===== src/fws_pkg.sv =====
/*
  Constants and command codes for the flash write-status host controller.
  Assumes a parallel NOR flash on asynchronous pins and a 200 MHz host clock.
*/
// Behaviour
// - Host issues command cycles as bus writes
// - Host writes reset after identification or failure; this host writes it only after failure
// - Identification fourth cycle is a read
// - Host enters fast-program mode before fast programs
// - Fast-program mode left only by exit command
// - Host polls status at the program address
// - Host trusts data only after bit 7 true; this host waits for bit 6 to stop toggling and ready high instead
package fws_pkg;
  localparam int FWS_AW = 20;
  localparam int FWS_DW = 16;
  // Controller register offsets
  localparam logic [3:0] FWS_REG_CTRL = 4'h0;
  localparam logic [3:0] FWS_REG_ADDR = 4'h1;
  localparam logic [3:0] FWS_REG_DATA = 4'h2;
  localparam logic [3:0] FWS_REG_STAT = 4'h3;
  localparam logic [3:0] FWS_REG_RDAT = 4'h4;
  localparam logic [3:0] FWS_REG_POLLS = 4'h5;
  // Control field: bits 2:0 command, bit 4 use fast mode
  localparam int FWS_CMD_LSB = 0;
  localparam int FWS_FAST_BIT = 4;
  localparam logic [2:0] FWS_OP_READ = 3'h0;
  localparam logic [2:0] FWS_OP_PROG = 3'h1;
  localparam logic [2:0] FWS_OP_SERASE = 3'h2;
  localparam logic [2:0] FWS_OP_CERASE = 3'h3;
  localparam logic [2:0] FWS_OP_SUSP = 3'h4;
  localparam logic [2:0] FWS_OP_RESUME = 3'h5;
  localparam logic [2:0] FWS_OP_IDENT = 3'h6;
  localparam logic [2:0] FWS_OP_RESET = 3'h7;
  // Status data bit positions
  localparam int FWS_POLL_BIT = 7;
  localparam int FWS_TOG1_BIT = 6;
  localparam int FWS_FAIL_BIT = 5;
  localparam int FWS_TIMER_BIT = 3;
  localparam int FWS_TOG2_BIT = 2;
  // Command bytes
  localparam logic [7:0] FWS_CB_AA = 8'haa;
  localparam logic [7:0] FWS_CB_55 = 8'h55;
  localparam logic [7:0] FWS_CB_PROG = 8'ha0;
  localparam logic [7:0] FWS_CB_ERASE = 8'h80;
  localparam logic [7:0] FWS_CB_CHIP = 8'h10;
  localparam logic [7:0] FWS_CB_SECT = 8'h30;
  localparam logic [7:0] FWS_CB_SUSP = 8'hb0;
  localparam logic [7:0] FWS_CB_IDENT = 8'h90;
  localparam logic [7:0] FWS_CB_RESET = 8'hf0;
  localparam logic [7:0] FWS_CB_BYPASS = 8'h20;
  localparam logic [7:0] FWS_CB_BYPEX = 8'h00;
  localparam logic [FWS_AW-1:0] FWS_UA1 = 20'h00555;
  localparam logic [FWS_AW-1:0] FWS_UA2 = 20'h002aa;
  // Bus timing: strobe low and high phases
  localparam int FWS_CLK_MHZ = 200;
  localparam int FWS_T_STB_NS = 70;
  localparam int FWS_T_GAP_NS = 30;
  localparam int FWS_STB_CYC = (FWS_T_STB_NS * FWS_CLK_MHZ + 999) / 1000;
  localparam int FWS_GAP_CYC = (FWS_T_GAP_NS * FWS_CLK_MHZ + 999) / 1000;
  localparam logic [3:0] FWS_RESET_STAT = 4'h0;
endpackage : fws_pkg


===== src/fws_bus_cycle.sv =====
/*
  One asynchronous flash bus cycle: write or read with strobe timing.
  Assumes data pins resolved outside; read data arrive via two-flop sync.
*/
module fws_bus_cycle
  import fws_pkg::*;
(
  input wire logic clk_in,
  input wire logic rst_in,
  input wire logic go_in,
  input wire logic wr_in,
  input wire logic [FWS_AW-1:0] addr_in,
  input wire logic [FWS_DW-1:0] wdata_in,
  input wire logic [FWS_DW-1:0] dq_in,
  output logic [FWS_AW-1:0] addr_out,
  output logic [FWS_DW-1:0] dq_out,
  output logic dq_oe_n_out,
  output logic ce_n_out,
  output logic we_n_out,
  output logic oe_n_out,
  output logic busy_out,
  output logic done_out,
  output logic [FWS_DW-1:0] rdata_out
);
  typedef enum logic [1:0] {FWS_BC_IDLE, FWS_BC_SETUP, FWS_BC_STB, FWS_BC_GAP} fws_bc_st_t;
  typedef struct packed {
    fws_bc_st_t st;
    logic [7:0] cnt;
    logic wr;
    logic [FWS_AW-1:0] addr;
    logic [FWS_DW-1:0] wd;
    logic [FWS_DW-1:0] rd;
    logic [FWS_DW-1:0] s1;
    logic [FWS_DW-1:0] s2;
    logic done;
  } fws_bc_t;
  fws_bc_t q_r, q_nxt;

  always_comb begin
    q_nxt = q_r;
    q_nxt.done = 1'b0;
    q_nxt.s1 = dq_in;
    q_nxt.s2 = q_r.s1;
    case (q_r.st)
      FWS_BC_IDLE: begin
        if (go_in) begin
          q_nxt.st = FWS_BC_SETUP;
          q_nxt.wr = wr_in;
          q_nxt.addr = addr_in;
          q_nxt.wd = wdata_in;
        end
      end
      FWS_BC_SETUP: begin
        // One clock of setup so the flash never latches a moving address
        q_nxt.st = FWS_BC_STB;
        q_nxt.cnt = 8'(FWS_STB_CYC + 2);
      end
      FWS_BC_STB: begin
        // Strobe held long enough that the synchroniser settles before capture
        if (q_r.cnt == 8'h00) begin
          q_nxt.st = FWS_BC_GAP;
          q_nxt.cnt = 8'(FWS_GAP_CYC);
          q_nxt.rd = q_r.s2;
        end else begin
          q_nxt.cnt = q_r.cnt - 8'h01;
        end
      end
      FWS_BC_GAP: begin
        if (q_r.cnt == 8'h00) begin
          q_nxt.st = FWS_BC_IDLE;
          q_nxt.done = 1'b1;
        end else begin
          q_nxt.cnt = q_r.cnt - 8'h01;
        end
      end
      default: q_nxt.st = FWS_BC_IDLE;
    endcase
  end

  always_ff @(posedge clk_in) begin
    if (rst_in) begin
      q_r <= '0;
    end else begin
      q_r <= q_nxt;
    end
  end

  // Address set before the strobe falls; data held past its rise
  assign addr_out = q_r.addr;
  assign dq_out = q_r.wd;
  assign dq_oe_n_out = !(q_r.wr && q_r.st != FWS_BC_IDLE);
  assign ce_n_out = (q_r.st != FWS_BC_STB);
  assign we_n_out = !(q_r.st == FWS_BC_STB && q_r.wr);
  assign oe_n_out = !(q_r.st == FWS_BC_STB && !q_r.wr);
  assign busy_out = (q_r.st != FWS_BC_IDLE);
  assign done_out = q_r.done;
  assign rdata_out = q_r.rd;
endmodule : fws_bus_cycle


===== src/fws_host.sv =====
/*
  Host controller that runs flash command sequences and polls write status.
  Assumes a software port on the same clock and flash pins on the outside.
*/
module fws_host
  import fws_pkg::*;
#(
  parameter int POLL_MAX = 1000000
) (
  input wire logic clk_in,
  input wire logic rst_in,
  input wire logic [3:0] reg_addr_in,
  input wire logic [31:0] reg_wdata_in,
  input wire logic reg_wr_in,
  input wire logic reg_rd_in,
  output logic [31:0] reg_rdata_out,
  input wire logic [FWS_DW-1:0] dq_in,
  input wire logic ready_busy_n_in,
  output logic [FWS_AW-1:0] flash_addr_out,
  output logic [FWS_DW-1:0] dq_out,
  output logic dq_oe_n_out,
  output logic ce_n_out,
  output logic we_n_out,
  output logic oe_n_out
);
  typedef enum logic [3:0] {
    FWS_IDLE, FWS_SEQ, FWS_POLL1, FWS_POLL2, FWS_CHECK, FWS_FINAL, FWS_FIN_RST
  } fws_st_t;
  typedef struct packed {
    fws_st_t st;
    logic [2:0] op;
    logic fast;
    logic bypass;
    logic [2:0] step;
    logic [FWS_AW-1:0] addr;
    logic [FWS_DW-1:0] data;
    logic [FWS_DW-1:0] rdat;
    logic [FWS_DW-1:0] prev;
    logic [31:0] polls;
    logic busy;
    logic done;
    logic fail;
    logic rb1;
    logic rb2;
    logic [31:0] rout;
  } fws_host_t;
  fws_host_t q_r, q_nxt;

  logic cyc_go, cyc_wr, cyc_busy, cyc_done;
  logic [FWS_AW-1:0] cyc_addr;
  logic [FWS_DW-1:0] cyc_wd, cyc_rd;

  fws_bus_cycle u_cyc (
    .clk_in(clk_in), .rst_in(rst_in), .go_in(cyc_go), .wr_in(cyc_wr),
    .addr_in(cyc_addr), .wdata_in(cyc_wd), .dq_in(dq_in),
    .addr_out(flash_addr_out), .dq_out(dq_out), .dq_oe_n_out(dq_oe_n_out),
    .ce_n_out(ce_n_out), .we_n_out(we_n_out), .oe_n_out(oe_n_out),
    .busy_out(cyc_busy), .done_out(cyc_done), .rdata_out(cyc_rd)
  );

  // Sequence table: returns {is_last, is_read, addr, data} for each step
  function automatic logic [37:0] fws_step(input logic [2:0] op, input logic [2:0] s,
      input logic byp, input logic [FWS_AW-1:0] a, input logic [FWS_DW-1:0] d);
    logic [FWS_AW-1:0] ua;
    logic [7:0] cb;
    logic last;
    logic rd;
    logic [FWS_DW-1:0] dd;
    ua = (s[0] == 1'b0) ? FWS_UA1 : FWS_UA2;
    cb = (s[0] == 1'b0) ? FWS_CB_AA : FWS_CB_55;
    last = 1'b0;
    rd = 1'b0;
    dd = {8'h00, cb};
    case (op)
      FWS_OP_READ: begin
        last = 1'b1; rd = 1'b1; ua = a;
      end
      FWS_OP_RESET, FWS_OP_SUSP, FWS_OP_RESUME: begin
        last = 1'b1;
        dd = {8'h00, (op == FWS_OP_RESET) ? FWS_CB_RESET :
          (op == FWS_OP_SUSP) ? FWS_CB_SUSP : FWS_CB_SECT};
      end
      FWS_OP_PROG: begin
        if (byp) begin
          // Fast mode: two cycles only
          if (s == 3'h0) dd = {8'h00, FWS_CB_PROG};
          else begin last = 1'b1; ua = a; dd = d; end
        end else if (s == 3'h2) begin
          ua = FWS_UA1; dd = {8'h00, FWS_CB_PROG};
        end else if (s == 3'h3) begin
          last = 1'b1; ua = a; dd = d;
        end
      end
      FWS_OP_IDENT: begin
        if (s == 3'h2) begin ua = FWS_UA1; dd = {8'h00, FWS_CB_IDENT}; end
        else if (s == 3'h3) begin last = 1'b1; rd = 1'b1; ua = a; end
      end
      default: begin
        // Erase: six cycles; last carries sector select or chip code
        if (s == 3'h2) begin ua = FWS_UA1; dd = {8'h00, FWS_CB_ERASE}; end
        else if (s == 3'h3) begin ua = FWS_UA1; dd = {8'h00, FWS_CB_AA}; end
        else if (s == 3'h4) begin ua = FWS_UA2; dd = {8'h00, FWS_CB_55}; end
        else if (s == 3'h5) begin
          last = 1'b1;
          if (op == FWS_OP_SERASE) begin
            ua = {1'b0, a[18:12], 12'h000}; dd = {8'h00, FWS_CB_SECT};
          end else begin
            ua = FWS_UA1; dd = {8'h00, FWS_CB_CHIP};
          end
        end
      end
    endcase
    fws_step = {last, rd, ua, dd};
  endfunction : fws_step

  logic [37:0] cur;
  always_comb cur = fws_step(q_r.op, q_r.step, q_r.bypass, q_r.addr, q_r.data);

  always_comb begin
    q_nxt = q_r;
    q_nxt.rb1 = ready_busy_n_in;
    q_nxt.rb2 = q_r.rb1;
    cyc_go = 1'b0;
    cyc_wr = !cur[36];
    cyc_addr = cur[35:16];
    cyc_wd = cur[15:0];
    if (reg_wr_in) begin
      case (reg_addr_in)
        FWS_REG_ADDR: q_nxt.addr = reg_wdata_in[FWS_AW-1:0];
        FWS_REG_DATA: q_nxt.data = reg_wdata_in[FWS_DW-1:0];
        FWS_REG_CTRL: begin
          if (q_r.st == FWS_IDLE) begin
            q_nxt.op = reg_wdata_in[FWS_CMD_LSB +: 3];
            q_nxt.fast = reg_wdata_in[FWS_FAST_BIT];
            q_nxt.step = 3'h0;
            q_nxt.st = FWS_SEQ;
            q_nxt.busy = 1'b1;
            q_nxt.done = 1'b0;
            q_nxt.fail = 1'b0;
            q_nxt.polls = 32'h0;
          end
        end
        default: ;
      endcase
    end
    case (q_r.st)
      FWS_IDLE: ;
      FWS_SEQ: begin
        cyc_go = !cyc_busy && !cyc_done;
        if (q_r.fast && !q_r.bypass && q_r.op == FWS_OP_PROG) begin
          // Enter fast mode with the three-cycle bypass command first
          cyc_addr = (q_r.step[0]) ? FWS_UA2 : FWS_UA1;
          cyc_wd = {8'h00, (q_r.step == 3'h2) ? FWS_CB_BYPASS :
            (q_r.step[0] ? FWS_CB_55 : FWS_CB_AA)};
          cyc_wr = 1'b1;
          if (cyc_done) begin
            q_nxt.step = q_r.step + 3'h1;
            if (q_r.step == 3'h2) begin q_nxt.bypass = 1'b1; q_nxt.step = 3'h0; end
          end
        end else if (!q_r.fast && q_r.bypass) begin
          // Leaving fast mode needs its own exit pair
          cyc_addr = '0;
          cyc_wd = {8'h00, q_r.step[0] ? FWS_CB_BYPEX : FWS_CB_IDENT};
          cyc_wr = 1'b1;
          if (cyc_done) begin
            q_nxt.step = q_r.step + 3'h1;
            if (q_r.step[0]) begin q_nxt.bypass = 1'b0; q_nxt.step = 3'h0; end
          end
        end else if (cyc_done) begin
          q_nxt.step = q_r.step + 3'h1;
          if (cur[37]) begin
            q_nxt.rdat = cyc_rd;
            q_nxt.step = 3'h0;
            if (q_r.op == FWS_OP_PROG || q_r.op == FWS_OP_SERASE ||
                q_r.op == FWS_OP_CERASE) q_nxt.st = FWS_POLL1;
            else begin q_nxt.st = FWS_IDLE; q_nxt.busy = 1'b0; q_nxt.done = 1'b1; end
          end
        end
      end
      FWS_POLL1, FWS_POLL2, FWS_FINAL: begin
        // Poll at the target address so bit 7 is meaningful
        cyc_wr = 1'b0;
        cyc_addr = q_r.addr;
        cyc_go = !cyc_busy && !cyc_done;
        if (cyc_done) begin
          q_nxt.prev = q_r.rdat;
          q_nxt.rdat = cyc_rd;
          q_nxt.polls = q_r.polls + 32'h1;
          q_nxt.st = (q_r.st == FWS_FINAL) ? FWS_IDLE :
            (q_r.st == FWS_POLL1) ? FWS_POLL2 : FWS_CHECK;
          if (q_r.st == FWS_FINAL) begin
            // Whole word only trusted on a read after bit 6 stopped toggling and ready went high
            q_nxt.busy = 1'b0;
            q_nxt.done = 1'b1;
          end
        end
      end
      FWS_CHECK: begin
        // Toggle bit stopped means the algorithm finished
        if (q_r.rdat[FWS_TOG1_BIT] == q_r.prev[FWS_TOG1_BIT] && q_r.rb2) begin
          q_nxt.st = FWS_FINAL;
        end else if (q_r.rdat[FWS_FAIL_BIT] || q_r.polls >= 32'(POLL_MAX)) begin
          q_nxt.fail = 1'b1;
          q_nxt.st = FWS_FIN_RST;
        end else begin
          q_nxt.st = FWS_POLL2;
        end
      end
      FWS_FIN_RST: begin
        // Failure leaves status output until reset is written
        cyc_wr = 1'b1;
        cyc_addr = '0;
        cyc_wd = {8'h00, FWS_CB_RESET};
        cyc_go = !cyc_busy && !cyc_done;
        if (cyc_done) begin
          // Fast mode survives a reset command; only the exit pair leaves it
          q_nxt.st = FWS_IDLE; q_nxt.busy = 1'b0; q_nxt.done = 1'b1;
        end
      end
      default: q_nxt.st = FWS_IDLE;
    endcase
    q_nxt.rout = 32'h0;
    if (reg_rd_in) begin
      case (reg_addr_in)
        FWS_REG_CTRL: q_nxt.rout = {27'h0, q_r.fast, 1'b0, q_r.op};
        FWS_REG_ADDR: q_nxt.rout = {12'h0, q_r.addr};
        FWS_REG_DATA: q_nxt.rout = {16'h0, q_r.data};
        FWS_REG_STAT: q_nxt.rout = {27'h0, q_r.rb2, q_r.bypass, q_r.fail, q_r.done, q_r.busy};
        FWS_REG_RDAT: q_nxt.rout = {16'h0, q_r.rdat};
        FWS_REG_POLLS: q_nxt.rout = q_r.polls;
        default: q_nxt.rout = 32'h0;
      endcase
    end
  end

  always_ff @(posedge clk_in) begin
    if (rst_in) begin
      q_r <= '0;
      q_r.rb1 <= 1'b1;
      q_r.rb2 <= 1'b1;
    end else begin
      q_r <= q_nxt;
    end
  end

  assign reg_rdata_out = q_r.rout;
endmodule : fws_host


===== config.mk =====
export PLATFORM = sky130hd
export DESIGN_NAME = fws_host
export DESIGN_NICKNAME = d
export VERILOG_FILES = /design/src/fws_pkg.sv /design/src/fws_bus_cycle.sv /design/src/fws_host.sv
export SDC_FILE = /design/constraint.sdc
export NUM_CORES = 1
export LEC_CHECK = 0
export ABC_CLOCK_PERIOD_IN_PS = 2400
export BUFFER_PORTS_ARGS = -buffer_cell sky130_fd_sc_hd__buf_4
export CAP_MARGIN = 20
export CORE_MARGIN = 2
export CORE_UTILIZATION = 45
export DETAILED_ROUTE_END_ITERATION = 6
export GPL_TIMING_DRIVEN = 0
export HOLD_SLACK_MARGIN = 0.03
export PLACE_DENSITY = 0.74
export SLEW_MARGIN = 20
export SYNTH_ARGS = -nofsm -noshare
export SYNTH_HDL_FRONTEND = slang
export SYNTH_SLANG_ARGS = --single-unit

===== constraint.sdc =====
create_clock -name clk_in -period 2.4 [get_ports clk_in]
set_input_delay 0.12 -clock clk_in [delete_from_list [all_inputs] [get_ports clk_in]]
set_output_delay 0.12 -clock clk_in [all_outputs]
set_load 0.01 [all_outputs]

# Yosys cells after proc, flatten, opt, wreduce, memory -nomap -nowiden
# Cells that the tools add are included.
# word_totals
in_bits,57
out_inout_bits,72
register_bits,245
# classes
n_bitwise,2
add_sub_neg,3
n_eq_ne,37
n_lt_le_gt_ge,1
mux,107
n_reduce_logical,47
# op_table
cell,n
$pmux W32 S6,1
$mux W16,11
$mux W20,7
$mux W8,15
$mux W35,3
$mux W19,5
$pmux W20 S4,1
$mux W66,1
$pmux W16 S2,2
$pmux W16 S4,1
$pmux W20 S3,1
$mux W4,11
$mux W39,1
$add A32 B1 Y32 const B,1
$ge A32 B20 Y1 const B,1
$mux W32,1
$mux W3,10
$pmux W8 S3,1
$mux W2,11
$eq A4 B3 Y1 const B,5
$pmux W4 S5,1
$eq A3 B3 Y1 const B,6
$eq A4 B2 Y1 const B,4
$mux W1,16
34 further kinds,80

# Logic depth before layout (Yosys ltp)
# depth
ltp_word,11
mapped_depth,11

# Hierarchy
# A second synthesis with hierarchy kept.
# unflattened
hier_cells,1356
area_unflattened_um2,11273.3
# modules_own_cells
mod,seq_area_each_um2,n_inst,cells_per_inst,area_per_inst_um2
fws_host,2682.6,1,943,7529.7
fws_bus_cycle,1921.8,1,413,3743.6

# Worst setup path after synthesis
# OpenSTA, ideal clock, no wires.
# synth_timing
kind,reg2reg
from,reg q_r[137] (netlist bit)
to,reg q_r[100] (netlist bit)
path_stages_with_launch,10
required_time_ns,2.328
synth_period_minus_slack_ns,2.453
slack_ns,-0.053
arrival_time_ns,2.382
path_cell_list,dfxtp_1 -> clkbuf_1 -> inv_2 -> ha_1 -> nand2b_1 -> a221oi_1 -> nor3_1 -> a311oi_4 -> buf_6 -> mux2i_1
# synth_between
elab_chain_len,8
# synth_rtl
element,line_no,rtl
start: declaration,fws_host.sv:47,"fws_host_t q_r, q_nxt;"
start signal: assignment,fws_host.sv:242,q_r <= q_nxt;
$eq A3 B3 Y1,fws_host.sv:103,else if (s == 3'h5) begin
$mux W1,fws_host.sv:103,
$mux W1,fws_host.sv:102,"else if (s == 3'h4) begin ua = FWS_UA2; dd = {8'h00, FWS_CB_55}; end"
$mux W1,fws_host.sv:101,"else if (s == 3'h3) begin ua = FWS_UA1; dd = {8'h00, FWS_CB_AA}; end"
$mux W1,fws_host.sv:100,"if (s == 3'h2) begin ua = FWS_UA1; dd = {8'h00, FWS_CB_ERASE}; end"
$pmux W1 S3 *,fws_host.sv:74,case (op)
$ne A2 B2 Y1 (no source line) *,--,
$reduce_and A6 Y1 (no source line) *,--,
# Mark *: on every way between the ends. The rest lies on a longest branch, timed or not.
# A chain may end at the register's enable or synchronous reset.

# Final worst setup path
# layout_timing
from,reg q_r[137] (netlist bit)
to,"reg u_cyc.q_r, in the netlist u_cyc.addr_out[19]"
# layout_between
elab_chain_len,8
# layout_rtl
element,line_no,rtl
$eq A3 B2 Y1,"fws_host.sv:90, fws_host.sv:96, fws_host.sv:101",
$mux W20,"fws_host.sv:90, fws_host.sv:96",
$mux W20,fws_host.sv:95,"if (s == 3'h2) begin ua = FWS_UA1; dd = {8'h00, FWS_CB_IDENT}; end"
$mux W20,fws_host.sv:84,if (byp) begin
$pmux W20 S4 *,fws_host.sv:74,
$mux W20,fws_host.sv:160,end else if (!q_r.fast && q_r.bypass) begin
$mux W20,fws_host.sv:150,if (q_r.fast && !q_r.bypass && q_r.op == FWS_OP_PROG) begin
$pmux W20 S3 *,fws_host.sv:146,case (q_r.st)
end signal: assignment,fws_bus_cycle.sv:84,q_r <= q_nxt;
end: declaration,fws_bus_cycle.sv:37,"fws_bc_t q_r, q_nxt;"
# Marked as above.

==> parameters.txt <==
Parameter                              Value

Pwr
  Int Power ... 6.54 mW
  Combinational power share ... 0.073
  Cell Pwr Density ... 620 nW/um^2
  Psw ... slightly below 2 mW
  Part of the power in the clock network ... 0.462
  IR drop worst, VDD ... ~0.46 mV
  Static Leakage ... 5.32 nW
  Switch share ... 0.231
  Sequential share of power ... 0.465

Logic synthesis
  Post-Synthesis Cells ... 1,324
  Ranking of synthesized cells by area ... sky130_fd_sc_hd__dfxtp_1 43%, sky130_fd_sc_hd__nand2_1 7.5%, sky130_fd_sc_hd__a21oi_1 6.2%
  Parity-gate share of the synthesized area counting xor and xnor cells ... 0.0276
  Sequential element share of the synthesized area ... 0.427
  Synth Area in Compound Gates ... 0.177
  Share of Yosys cell area claimed by the top area cell type ... 0.427
  Count of yosys warnings during synthesis ... 0
  Area of the mapped netlist ... 10,800 sq um
  Leading area contributor after synthesis ... sky130_fd_sc_hd__dfxtp_1
  Proportion of synthesized flip-flops having asynchronous set or reset ... 0
  Post-synth EDFFs ... 0
  Simple-gate share of the synthesized area ... 0.244
  Main combinational cell family by area after synthesis ... simple AND/OR/NAND/NOR gates
  Post-synthesis register bit count ... between 200 and 250
  Post-synthesis average cell area ... 8.15 sq um
  Proportion of synthesized area in mux cells ... 0.0247
  Syn_nets ... 1,394
  Area share of fa/ha/maj cells after synthesis ... 0.0151
  Unique cell type count in the Yosys netlist ... 71
  Primary flip-flop cell chosen by synthesis mapping ... sky130_fd_sc_hd__dfxtp_1

Detailed routing
  Drt initial violations ... 792
  Residual DRC ... 0
  Ratio of routed vias to standard cells ... roughly 5.4
  Post-detailed-route wirelength per cell ... 17.3 microns
  Final ANT Viol Nets ... 0
  Via count ... 9,910
  DRT Pass-1 Iters ... 5
  Post-detailed-routing wire length ... 32,000 microns

Clock tree
  Number of H-tree levels ... 1
  Deepest clock path buffer count ... 3
  Clk_lat worst skew ... 0.55 ns
  Clock Pin Slew Worst Setup and Hold Paths ... 0.06 ns
  Number of CTS-inserted buffers ... 24
  Clock Tree Root ... sky130_fd_sc_hd__clkbuf_16
  TritonCTS clock tree ... done
  Clock Sinks ... 230

Layout
  Filler cell count ... 2,086
  Area overhead of the layout relative to synthesis ... 27.0%
  Share of the core filled with cells ... 0.584
  Nets ... 1,581
  Highest-count cells in the layout ignoring fill and taps ... 226 x sky130_fd_sc_hd__dfxtp_1, 217 x sky130_fd_sc_hd__nand2_1, 196 x sky130_fd_sc_hd__buf_4
  Fraction of layout instances using a drive strength above 1 ... 0.211
  Commonest non-fill, non-tap cell in the layout ... sky130_fd_sc_hd__dfxtp_1

Die
  Standard cell core area ... 23,500 sq um
  Overall die width ... 159 microns
  Die extent in y ... 159 microns
  Initial Util ... 0.460
  I/O pin count ... 129
  Total die area ... approximately 25,000 sq um
  Rows ... 56

Timing
  Slew at the pin closest to its max-slew limit ... a little under 0.9 ns
  Worst relative slew slack ... 0.412
  Setup-violating endpoint count in the final report ... 0
  Final total negative setup slack ... 0 ns
  Upper clock frequency limit ... 420 MHz
  Portion of the clock cycle consumed by the worst path in the final layout ... 0.992
  Final Hold Vio Count ... 0
  Final Critical Period ... 2.38 ns
  Final setup skew ... a little under 0.02 ns
  Number of max-slew violations in the final report ... 0
  RSZ-0062 raised after global routing ... true
  Worst Hold Margin ... 0.113 ns

Global route
  Initial antenna violation count ... 1
  Vias in the first global route ... 9,124
  GRT Util Overall ... 0.244
  Wire length of the first global-routing pass ... ~50,000 microns
  Total gr overflow ... 0
  Largest net degree at the start of global routing ... 15

Hold path
  Worst hold path type ... primary input to flop

Worst setup path
  Critical Path Start Type ... flop
  Type of destination of the critical path ... flop
  CP Max Fanout ... 10
  Worst EP arrival ... 2.78 ns
  Type of the worst setup path ... flop to flop
  Critical path data required time ... 2.80 ns

Status
  Result of the run ... complete, no violations

Run
  Count of maximum capacitance violations ... 0

Placed design
  Final GP Congestion ... 0.962
  Final HPWL DP ... 23,400 microns
  Number of buffers inserted by port buffering ... 115
## state kept, by name (all words and copies together) (netlist names)
signal and cells:
u_cyc.done_out 1, reg_rdata_out 32, u_cyc.rdata_out 16, u_cyc.q_r 27
u_cyc.q_nxt 16, u_cyc.dq_out 16, u_cyc.addr_out 20, q_nxt 1
q_r 101
## power groups by stage
stage          Clock, mW  Sequential (mW)  Combinational [mW]
4_1_cts             3.99             3.95               0.589
6_report            3.93             3.95               0.618
5_1_grt             4.14             3.96               0.685
2_1_floorplan          0             4.01               0.352
3_3_place_gp           0             4.03               0.518
3_5_place_dp           0             4.03               0.525
## final cells by class
class	count	area, sq um	share of cell area
buffer	143	876	0.0639
clock buffer	34	708	0.0517
timing repair buffer	165	1340	0.0976
clock inverter	9	134	0.00977
antenna	1	2.50	0.000183
inverter	24	95.1	0.00694
sequential	230	4610	0.336
multi-input combinational	923	5540	0.404
tap	319	399	0.0291
## worst max-delay path, cell delays in order, from the launching register on
cell and delay [ns]:
sky130_fd_sc_hd__dfxtp_2 0.35, sky130_fd_sc_hd__buf_8 0.15, sky130_fd_sc_hd__inv_6 0.13, sky130_fd_sc_hd__ha_4 0.18
sky130_fd_sc_hd__nor2b_2 0.43, sky130_fd_sc_hd__o31a_1 0.31, sky130_fd_sc_hd__o22ai_1 0.13, sky130_fd_sc_hd__a21oi_1 0.33
sky130_fd_sc_hd__nand3b_1 0.16, sky130_fd_sc_hd__a21oi_1 0.06
## synthesized netlist by cell type (23+ instances only)
master	count
sky130_fd_sc_hd__a21oi_1	133
sky130_fd_sc_hd__buf_4	68
sky130_fd_sc_hd__clkbuf_1	65
sky130_fd_sc_hd__dfxtp_1	230
sky130_fd_sc_hd__inv_1	23
sky130_fd_sc_hd__nand2_1	217
sky130_fd_sc_hd__nand2b_1	32
sky130_fd_sc_hd__nor2_1	115
sky130_fd_sc_hd__nor2b_1	44
sky130_fd_sc_hd__nor3_1	26
sky130_fd_sc_hd__o21ai_0	49
sky130_fd_sc_hd__xor2_1	25
## path summary, 6_finish.rpt
kind | start | slack (ns) | depth (start not counted) | endpoint
min | reg_wr_in | 0.11 | 4 | q_r[101]
max | q_r[137] | 0.02 | 9 | u_cyc.addr_out[19]
max reg2reg | q_r[137] | 0.02 | 9 | u_cyc.addr_out[19]
min reg2reg | q_nxt[32] | 0.41 | 1 | q_r[32]
## logic make-up after synthesis
family | count (synthesis)
and+or+nand+nor | 545
adders and majority gates | 13
buffers and inverters | 171
DFF | 230
AOI/OAI and AO/OA | 305
muxes | 25
other | 1
xor gates and xnor gates | 34
## metal layers
metal / global-route usage / up-vias / wire, microns
met5: 0 / - / 0
met4: 0.0922 / 0 / 1150
met3: 0.0410 / 65 / 2590
met2: 0.386 / 408 / 14200
met1: 0.335 / 4574 / 14100
li1: - / 4863 / -
## through the flow
| stage | power (mW) | cell area (sq um) | setup WS (ns) | instances |
|---|---|---|---|---|
| after floorplan | 4.37 | 10800 | 0.00149 | 1324 |
| after global placement | 4.55 | 12100 | -0.880 | 1758 |
| after detailed placement | 4.55 | 12100 | -0.805 | 1758 |
| after CTS | 8.52 | 13500 | 0.000254 | 1843 |
| after global routing | 8.78 | 13700 | -0.0108 | 1848 |
| final | 8.50 | 13700 | 0.0190 | 1848 |
## what timing repair did
| item | 4_1_cts | 5_1_grt |
|---|---|---|
| hold endpoints to repair | 57 | 2 |
| endpoints found under the setup margin | 73 | 75 |
| pin swaps | 4 | 7 |
| hold buffers | 37 | 1 |
| buffers inserted | 6 | 5 |
| resized for setup | 54 | 52 |
| cloned | 1 | 0 |
No activity file was read; power rests on OpenSTA's default activity.
